===== config.mk =====
export PLATFORM = sky130hd
export DESIGN_NAME = cif_core
export DESIGN_NICKNAME = d
export VERILOG_FILES = /design/src/cif_pkg.sv /design/src/cif_core.sv
export VERILOG_INCLUDE_DIRS = /design/src
export SDC_FILE = /design/constraint.sdc
export NUM_CORES = 1
export LEC_CHECK = 0
export ABC_AREA = 0
export BUFFER_PORTS_ARGS = -buffer_cell sky130_fd_sc_hd__buf_2
export CORE_AREA = 4 4 84 86
export CTS_CLUSTER_DIAMETER = 120
export DETAILED_ROUTE_END_ITERATION = 6
export DIE_AREA = 0 0 88 90
export PLACE_DENSITY = 0.5
export SLEW_MARGIN = 20
export SYNTH_ARGS = -nofsm -noshare
export SYNTH_HDL_FRONTEND = slang
export SYNTH_SLANG_ARGS = --single-unit

===== constraint.sdc =====
create_clock -name I_SYS_CLK -period 2.2 [get_ports I_SYS_CLK]
set_input_delay 0.11 -clock I_SYS_CLK [delete_from_list [all_inputs] [get_ports I_SYS_CLK]]
set_output_delay 0.11 -clock I_SYS_CLK [all_outputs]
set_load 0.05 [all_outputs]

===== src/cif_regs.svh =====
// register addresses, field positions, vectors and reset values of the
// interrupt and flag block; assumes an 8-bit data-memory address space.
`ifndef CIF_REGS_SVH
`define CIF_REGS_SVH
`define CIF_STATUS_ADDR   8'h0a
`define CIF_CTRL_ADDR     8'h0b
`define CIF_GIE_BIT       0
`define CIF_EN_LSB        1
`define CIF_FLAG_LSB      4
`define CIF_C_BIT         0
`define CIF_NIBBLE_BIT    1
`define CIF_Z_BIT         2
`define CIF_WRAP_BIT      3
`define CIF_HALT_FLAG_BIT 4
`define CIF_WDT_FLAG_BIT  5
`define CIF_VEC_EXT       8'h04
`define CIF_VEC_TMR0      8'h08
`define CIF_VEC_TMR1      8'h0c
`define CIF_STACK_DEPTH   5'h10
`define CIF_DEPTH_RST     5'h00
`define CIF_BYTE_RST      8'h00
`define CIF_NSRC          3
`endif


===== src/cif_pkg.sv =====
// types shared by the interrupt and flag block; constants live in the
// register header.
package cif_pkg;
  // flag results from the arithmetic unit, one valid per field
  typedef struct packed {
    logic upd_carry;
    logic upd_nibble;
    logic upd_zero;
    logic upd_wrap;
    logic carry;
    logic nibble_out_bit;
    logic zero;
    logic signed_wrap_bit;
  } cif_alu_flags_t;

  // core power state
  typedef enum logic [0:0] {
    CIF_RUN  = 1'b0,
    CIF_HALT = 1'b1
  } cif_mode_t;
endpackage : cif_pkg


===== src/cif_core.sv =====
// interrupt control and status flags of an 8-bit core.
// assumes the sequencer supplies op strobes, the fourth-phase pulse and the
// arithmetic flag results, all synchronous to I_SYS_CLK.
`timescale 1ns/100ps
`include "cif_regs.svh"
module cif_core (
  input  wire logic                    I_SYS_CLK,
  input  wire logic                    I_SRST,
  input  wire logic                    I_CE,
  input  wire logic                    I_EXT_IRQ_N,
  input  wire logic                    I_TMR0_OVF,
  input  wire logic                    I_TMR1_OVF,
  input  wire logic                    I_FOURTH_PHASE_PULSE,
  input  wire logic [7:0]              I_REG_ADDR,
  input  wire logic                    I_REG_WE,
  input  wire logic [7:0]              I_REG_WDATA,
  input  wire logic                    I_SUB_CALL,
  input  wire logic                    I_SUB_EXIT_OP,
  input  wire logic                    I_IRQ_EXIT_OP,
  input  wire logic                    I_HALT_OP,
  input  wire logic                    I_WDT_CLEAR_OP,
  input  wire logic                    I_WDT_TIMEOUT,
  input  wire cif_pkg::cif_alu_flags_t I_ALU_FLAGS,
  output logic [7:0]                   O_REG_RDATA,
  output logic                         O_IRQ_CALL,
  output logic [7:0]                   O_IRQ_VECTOR,
  output logic                         O_STACK_FULL,
  output logic                         O_HALTED,
  output logic                         O_WAKE
);

  logic                  pin_prev_reg;
  logic [`CIF_NSRC-1:0]  set_vec;
  logic [`CIF_NSRC-1:0]  flag_reg;
  logic [`CIF_NSRC-1:0]  en_reg;
  logic                  gie_reg;
  logic [`CIF_NSRC-1:0]  pend;
  logic [`CIF_NSRC-1:0]  sel;
  logic                  svc;
  logic [4:0]            depth_reg;
  logic [4:0]            depth_next;
  logic                  wr_ctrl;
  logic                  wr_status;
  logic                  c_reg;
  logic                  nib_reg;
  logic                  z_reg;
  logic                  wrap_reg;
  logic                  halt_flag_reg;
  logic                  wdt_flag_reg;
  logic [`CIF_NSRC-1:0]  wake_mask_reg;
  cif_pkg::cif_mode_t    mode_reg;
  logic                  call_reg;
  logic [7:0]            vec_reg;
  logic                  full_reg;
  logic                  wake_reg;
  logic [7:0]            rdata_reg;

  assign wr_ctrl   = I_CE & I_REG_WE & (I_REG_ADDR == `CIF_CTRL_ADDR);
  assign wr_status = I_CE & I_REG_WE & (I_REG_ADDR == `CIF_STATUS_ADDR);

  // falling-edge detect; pin is taken as synchronous to the clock
  always_ff @(posedge I_SYS_CLK) begin
    if (I_SRST) begin
      pin_prev_reg <= 1'b1;
    end else if (I_CE) begin
      pin_prev_reg <= I_EXT_IRQ_N;
    end
  end

  // request events, index 0 is highest priority
  assign set_vec = {I_TMR1_OVF, I_TMR0_OVF,
                    pin_prev_reg & ~I_EXT_IRQ_N};

  // service decision only at the fourth-phase pulse
  always_comb begin
    pend = flag_reg & en_reg & {`CIF_NSRC{gie_reg}};
    sel  = pend & (~pend + 3'b001);
    svc  = I_CE & I_FOURTH_PHASE_PULSE & ~full_reg
           & (|pend);
  end

  // request flags: hardware set wins over software clear and acknowledge
  generate
    for (genvar i = 0; i < `CIF_NSRC; i++) begin : g_src
      always_ff @(posedge I_SYS_CLK) begin
        if (I_SRST) begin
          flag_reg[i] <= 1'b0;
        end else if (I_CE) begin
          if (set_vec[i]) begin
            flag_reg[i] <= 1'b1;
          end else if (svc && sel[i]) begin
            flag_reg[i] <= 1'b0;
          end else if (wr_ctrl) begin
            flag_reg[i] <= I_REG_WDATA[`CIF_FLAG_LSB+i];
          end
        end
      end
    end
  endgenerate

  // per-source enables, software only
  always_ff @(posedge I_SYS_CLK) begin
    if (I_SRST) begin
      en_reg <= 3'b000;
    end else if (wr_ctrl) begin
      en_reg <= I_REG_WDATA[`CIF_EN_LSB +: `CIF_NSRC];
    end
  end

  // global enable; acknowledge is checked first so it wins over a return
  always_ff @(posedge I_SYS_CLK) begin
    if (I_SRST) begin
      gie_reg <= 1'b0;
    end else if (I_CE) begin
      if (svc) begin
        gie_reg <= 1'b0;
      end else if (I_IRQ_EXIT_OP) begin
        gie_reg <= 1'b1;
      end else if (wr_ctrl) begin
        gie_reg <= I_REG_WDATA[`CIF_GIE_BIT];
      end
    end
  end

  // return stack occupancy; a call on a full stack loses the oldest entry
  always_comb begin
    depth_next = depth_reg;
    if ((svc || I_SUB_CALL) && !(I_SUB_EXIT_OP || I_IRQ_EXIT_OP)) begin
      if (depth_reg != `CIF_STACK_DEPTH) begin
        depth_next = depth_reg + 5'h01;
      end
    end else if (!(svc || I_SUB_CALL)
                 && (I_SUB_EXIT_OP || I_IRQ_EXIT_OP)) begin
      if (depth_reg != `CIF_DEPTH_RST) begin
        depth_next = depth_reg - 5'h01;
      end
    end
  end

  always_ff @(posedge I_SYS_CLK) begin
    if (I_SRST) begin
      depth_reg <= `CIF_DEPTH_RST;
      full_reg  <= 1'b0;
    end else if (I_CE) begin
      depth_reg <= depth_next;
      full_reg  <= (depth_next == `CIF_STACK_DEPTH);
    end
  end

  // call pulse and vector to the sequencer; only the pc is pushed there
  always_ff @(posedge I_SYS_CLK) begin
    if (I_SRST) begin
      call_reg <= 1'b0;
      vec_reg  <= `CIF_BYTE_RST;
    end else if (I_CE) begin
      call_reg <= svc;
      if (svc) begin
        case (sel)
          3'b001:  vec_reg <= `CIF_VEC_EXT;
          3'b010:  vec_reg <= `CIF_VEC_TMR0;
          3'b100:  vec_reg <= `CIF_VEC_TMR1;
          default: vec_reg <= vec_reg;
        endcase
      end
    end
  end

  // arithmetic flags; an alu result beats a same-cycle software write
  always_ff @(posedge I_SYS_CLK) begin
    if (I_SRST) begin
      c_reg    <= 1'b0;
      nib_reg  <= 1'b0;
      z_reg    <= 1'b0;
      wrap_reg <= 1'b0;
    end else if (I_CE) begin
      if (I_ALU_FLAGS.upd_carry) begin
        c_reg <= I_ALU_FLAGS.carry;
      end else if (wr_status) begin
        c_reg <= I_REG_WDATA[`CIF_C_BIT];
      end
      if (I_ALU_FLAGS.upd_nibble) begin
        nib_reg <= I_ALU_FLAGS.nibble_out_bit;
      end else if (wr_status) begin
        nib_reg <= I_REG_WDATA[`CIF_NIBBLE_BIT];
      end
      if (I_ALU_FLAGS.upd_zero) begin
        z_reg <= I_ALU_FLAGS.zero;
      end else if (wr_status) begin
        z_reg <= I_REG_WDATA[`CIF_Z_BIT];
      end
      if (I_ALU_FLAGS.upd_wrap) begin
        wrap_reg <= I_ALU_FLAGS.signed_wrap_bit;
      end else if (wr_status) begin
        wrap_reg <= I_REG_WDATA[`CIF_WRAP_BIT];
      end
    end
  end

  // power-down and expiry flags ignore status writes entirely
  always_ff @(posedge I_SYS_CLK) begin
    if (I_SRST) begin
      halt_flag_reg <= 1'b0;
      wdt_flag_reg  <= 1'b0;
    end else if (I_CE) begin
      if (I_HALT_OP) begin
        halt_flag_reg <= 1'b1;
      end else if (I_WDT_CLEAR_OP) begin
        halt_flag_reg <= 1'b0;
      end
      if (I_WDT_TIMEOUT) begin
        wdt_flag_reg <= 1'b1;
      end else if (I_WDT_CLEAR_OP || I_HALT_OP) begin
        wdt_flag_reg <= 1'b0;
      end
    end
  end

  // power state; flags already up at entry are masked from waking
  always_ff @(posedge I_SYS_CLK) begin
    if (I_SRST) begin
      mode_reg      <= cif_pkg::CIF_RUN;
      wake_mask_reg <= 3'b000;
      wake_reg      <= 1'b0;
    end else if (I_CE) begin
      wake_reg <= 1'b0;
      case (mode_reg)
        cif_pkg::CIF_RUN: begin
          if (I_HALT_OP) begin
            mode_reg      <= cif_pkg::CIF_HALT;
            wake_mask_reg <= ~flag_reg;
          end
        end
        cif_pkg::CIF_HALT: begin
          if (|(set_vec & wake_mask_reg)) begin
            mode_reg <= cif_pkg::CIF_RUN;
            wake_reg <= 1'b1;
          end
        end
        default: mode_reg <= cif_pkg::CIF_RUN;
      endcase
    end
  end

  // read data, one cycle after the address; unused bits read zero
  always_ff @(posedge I_SYS_CLK) begin
    if (I_SRST) begin
      rdata_reg <= `CIF_BYTE_RST;
    end else if (I_CE) begin
      case (I_REG_ADDR)
        `CIF_STATUS_ADDR: rdata_reg <= {2'b00, wdt_flag_reg,
                                        halt_flag_reg, wrap_reg, z_reg,
                                        nib_reg, c_reg};
        `CIF_CTRL_ADDR:   rdata_reg <= {1'b0, flag_reg, en_reg,
                                        gie_reg};
        default:          rdata_reg <= `CIF_BYTE_RST;
      endcase
    end
  end

  assign O_REG_RDATA  = rdata_reg;
  assign O_IRQ_CALL   = call_reg;
  assign O_IRQ_VECTOR = vec_reg;
  assign O_STACK_FULL = full_reg;
  assign O_HALTED     = mode_reg;
  assign O_WAKE       = wake_reg;
endmodule : cif_core


==> impl_results.md <==
* Critical path type: reg -> reg
* Leakage power at 0.000953 µW
* Top FF cell, synth: dfxtp_1
* Synth Area in Compound Gates at 21.5%
* Starting density of the core at 29.7%
* Hold endpoint: pin_prev_reg$_SDFFE_PP1P_
* Critical path arrival at 2.21 ns
* DRC violations left at 0
* Root Buffer: clkbuf_8
* Postcts setup bufs at 0
* Seq pwr share at about half
* Nets at 312
* Max Slew Vio Count at 0
* Total length of routed wires at 5070 µm
* #FFs+latches synth at 35
* Routed wire per std cell at roughly 14 µm
* Clock Path Buffers at 2
* RR Startpoint: depth_reg[0]$_SDFFE_PP0P_
* VDD IR max at 247 µV
* 1st-iter DRT viols at 150
* Routability cong. at 0.870
* Die Span X at 88 µm
* Crit path max-delay family: simple AND/OR/NAND/NOR gates
* Post-synthesis xor/xnor area fraction at 1.41%
* Pin count of the biggest net entering global routing at 33
* ANT cells at 0
* Gates resized, CTS repair at 0
* Most area-consuming cells after synthesis: dfxtp_1 38%, nor2_1 5.2%, a21oi_1 5.1%
* Period utilization at 92.2%
* Sequential fraction of the synthesis area at between 30% and 40%
* Post-route clock skew at 0.00657 ns
* Area Growth Syn to Fin at 21.1%
* Site Rows at 29
* # IOs at 58
* Clock Power Share at 33.9%
* Router iterations before antenna repair at 4
* Worst endpoint required time at 2.38 ns
* R2r worst-path depth at 8
* Sinks on Clock Net at 35
* Hold wc startpoint: I_EXT_IRQ_N
* CP max stage delay at 0.39 ns
* DR vias/cell at between 5 and 6
* Post-synth EDFFs at 0
* Syn Area/Cell at 8.36 µm²
* CP Depth at 8
* CP Max Fanout at 5
* Vias at 1774
* Worst skew pair latency at 0.29 ns
* CP max-delay cell: dfxtp_1
* Async S/R FF share, synth at 0%
* Gr ovfl total at 0
* Netlist cell types at 53
* Commonest non-fill, non-tap cell in the layout: buf_2
* Max FFs per register at 7
* Setup TNS at 0 ns
* CTS tree: yes
* Total core area at 6280 µm²
* Post-synthesis simple-gate area fraction at 25.0%
* Fraction of layout cells with a size suffix above 1 at 27.8%
* Post-CTS Hold Buffers at 0
* DP Cell Count at 342
* Gate power share at 17.1%
* Largest family of logic cells by synthesized area: simple AND/OR/NAND/NOR gates
* Max-Cap Viols at 0
* Ys Warns at 0
* Sw Ratio at 29.9%
* FF-to-FF setup slack at 0.17 ns
* NetSw at around 420 µW
* CP Launch Type: flop
* Antenna violations before repair at 0
* Post-synth top area share at 37.6%
* CTS buffer count at 5
* Total track usage at 13.0%
* Worst-path clk slew at 0.07 ns
* Tightest Hold Check Type: in -> reg
* Pre-CTS setup slack at 0.203 ns
* Endpoint class of the critical path: flop
* First-pass GRT wire length at between 8000 and 9000 µm
* Die Ht at 90 µm
* PortBufs at 49
* Max Freq at approximately 0.49 GHz
* R2r endpoint: O_STACK_FULL$_SDFFE_PP0P_
* HPWL after DPL at 3670 µm
* Power per Cell Area at 617 nW/µm²
* Fillers at 681
* CTS H-tree depth at 2
* Worst Setup Slack, final at 0.172 ns
* Final std cells w/o fill at 350
* Number of global-route vias before repair at 1628
* Setup violations, final at 0
* Routed Antenna Nets at 0
* Most frequent cells in the layout: 49 x buf_2, 34 x dfxtp_1, 26 x nor2_1
* Yosys top cell by area: dfxtp_1
* CP Cell Sequence: inv_1 -> ha_1 -> nor4b_2 -> or2_2 -> mux2i_1 -> xnor2_1 -> nor3_2 -> a32o_1
* Synth Instances at between 200 and 250
* Mux contribution to synthesized area at 6.38%
* Min Clock Period, post-route at 2.03 ns
* Unrepaired setup endpoints after global routing: false
* Status: finished clean
* Mapped cell area at 1860 µm²
* Die ar. at between 7000 and 8000 µm²
* Hold Crit Depth at 3
* Final Util at between 30% and 40%
* Worst path buffer plus inverter count at 1
* Post-synthesis adder-cell area fraction at approximately 1.3%
* Internal power at approximately 1000 µW
* Hold Vio Cnt, Final at 0
==> power groups by stage <==
stage	clock network (µW)	logic (µW)	registers, µW
after floorplan	0	179	690
after global placement	0	236	694
after detailed placement	0	236	695
after CTS	489	238	680
after global routing	517	264	686
final	473	239	681
==> worst max-delay path by stage <==
stage	startpoint	end
floorplan	O_STACK_FULL$_SDFFE_PP0P_	O_STACK_FULL$_SDFFE_PP0P_
global placement	depth_reg[1]$_SDFFE_PP0P_	O_STACK_FULL$_SDFFE_PP0P_
CTS	depth_reg[1]$_SDFFE_PP0P_	O_STACK_FULL$_SDFFE_PP0P_
global route	depth_reg[0]$_SDFFE_PP0P_	depth_reg[1]$_SDFFE_PP0P_
detailed placement	depth_reg[1]$_SDFFE_PP0P_	O_STACK_FULL$_SDFFE_PP0P_
finish	depth_reg[0]$_SDFFE_PP0P_	O_STACK_FULL$_SDFFE_PP0P_
==> final cells by class <==
class	count	area, µm²	share of cell area [%]
multi-input combinational	171	1070	47.3
sequential	35	702	31.1
clock inverter	2	12.5	0.554
tap	77	96.3	4.27
inverter	4	15.0	0.665
timing repair buffer	55	290	12.9
clock buffer	6	72.6	3.22
==> metal layers <==
layer | track usage, % | part of all wire (%) | up-vias
met5 | 0 | 0 | -
met4 | 4.60 | 1.7 | 0
met3 | 3.38 | 7.2 | 9
met2 | 19.5 | 45 | 59
met1 | 17.9 | 46 | 801
li1 | - | - | 905
==> stage by stage <==
stage / total power (µW) / area (µm²) / hold slack [ns]
6_report: 1390 / 2260 / 0.0501
5_1_grt: 1470 / 2260 / 0.0618
4_1_cts: 1410 / 2250 / 0.0454
3_5_place_dp: 931 / 2160 / 0.360
3_3_place_gp: 931 / 2160 / 0.345
2_1_floorplan: 869 / 1890 / 0.238
==> cell usage after synthesis, types with 2 or more instances <==
cell type,count
and3_1,4
nand4b_1,2
buf_4,7
nor2_1,26
buf_2,2
inv_1,3
ha_1,2
a211oi_1,5
nor3_1,5
nand2_1,19
o31ai_1,4
nand3_1,6
xnor2_1,3
a31oi_1,2
nand3b_1,4
dfxtp_1,35
o21ai_0,8
a21oi_1,19
clkbuf_1,7
mux2_2,7
nand4_1,2
a222oi_1,2
a22oi_1,8
nand2b_1,9
mux2i_1,4
==> worst min-delay path, stage by stage <==
cell and delay, ns:
buf_2 0.09, mux2i_1 0.06, nand2_1 0.06
==> cells by family after synthesis <==
group,Yosys count
xor gates and xnor gates,3
DFF,35
muxes,11
and+or+nand+nor,89
adders and majority gates,2
buffers and inverters,23
other,1
AOI/OAI and AO/OA,59
Note: power is estimated with default switching activity, not from simulation.
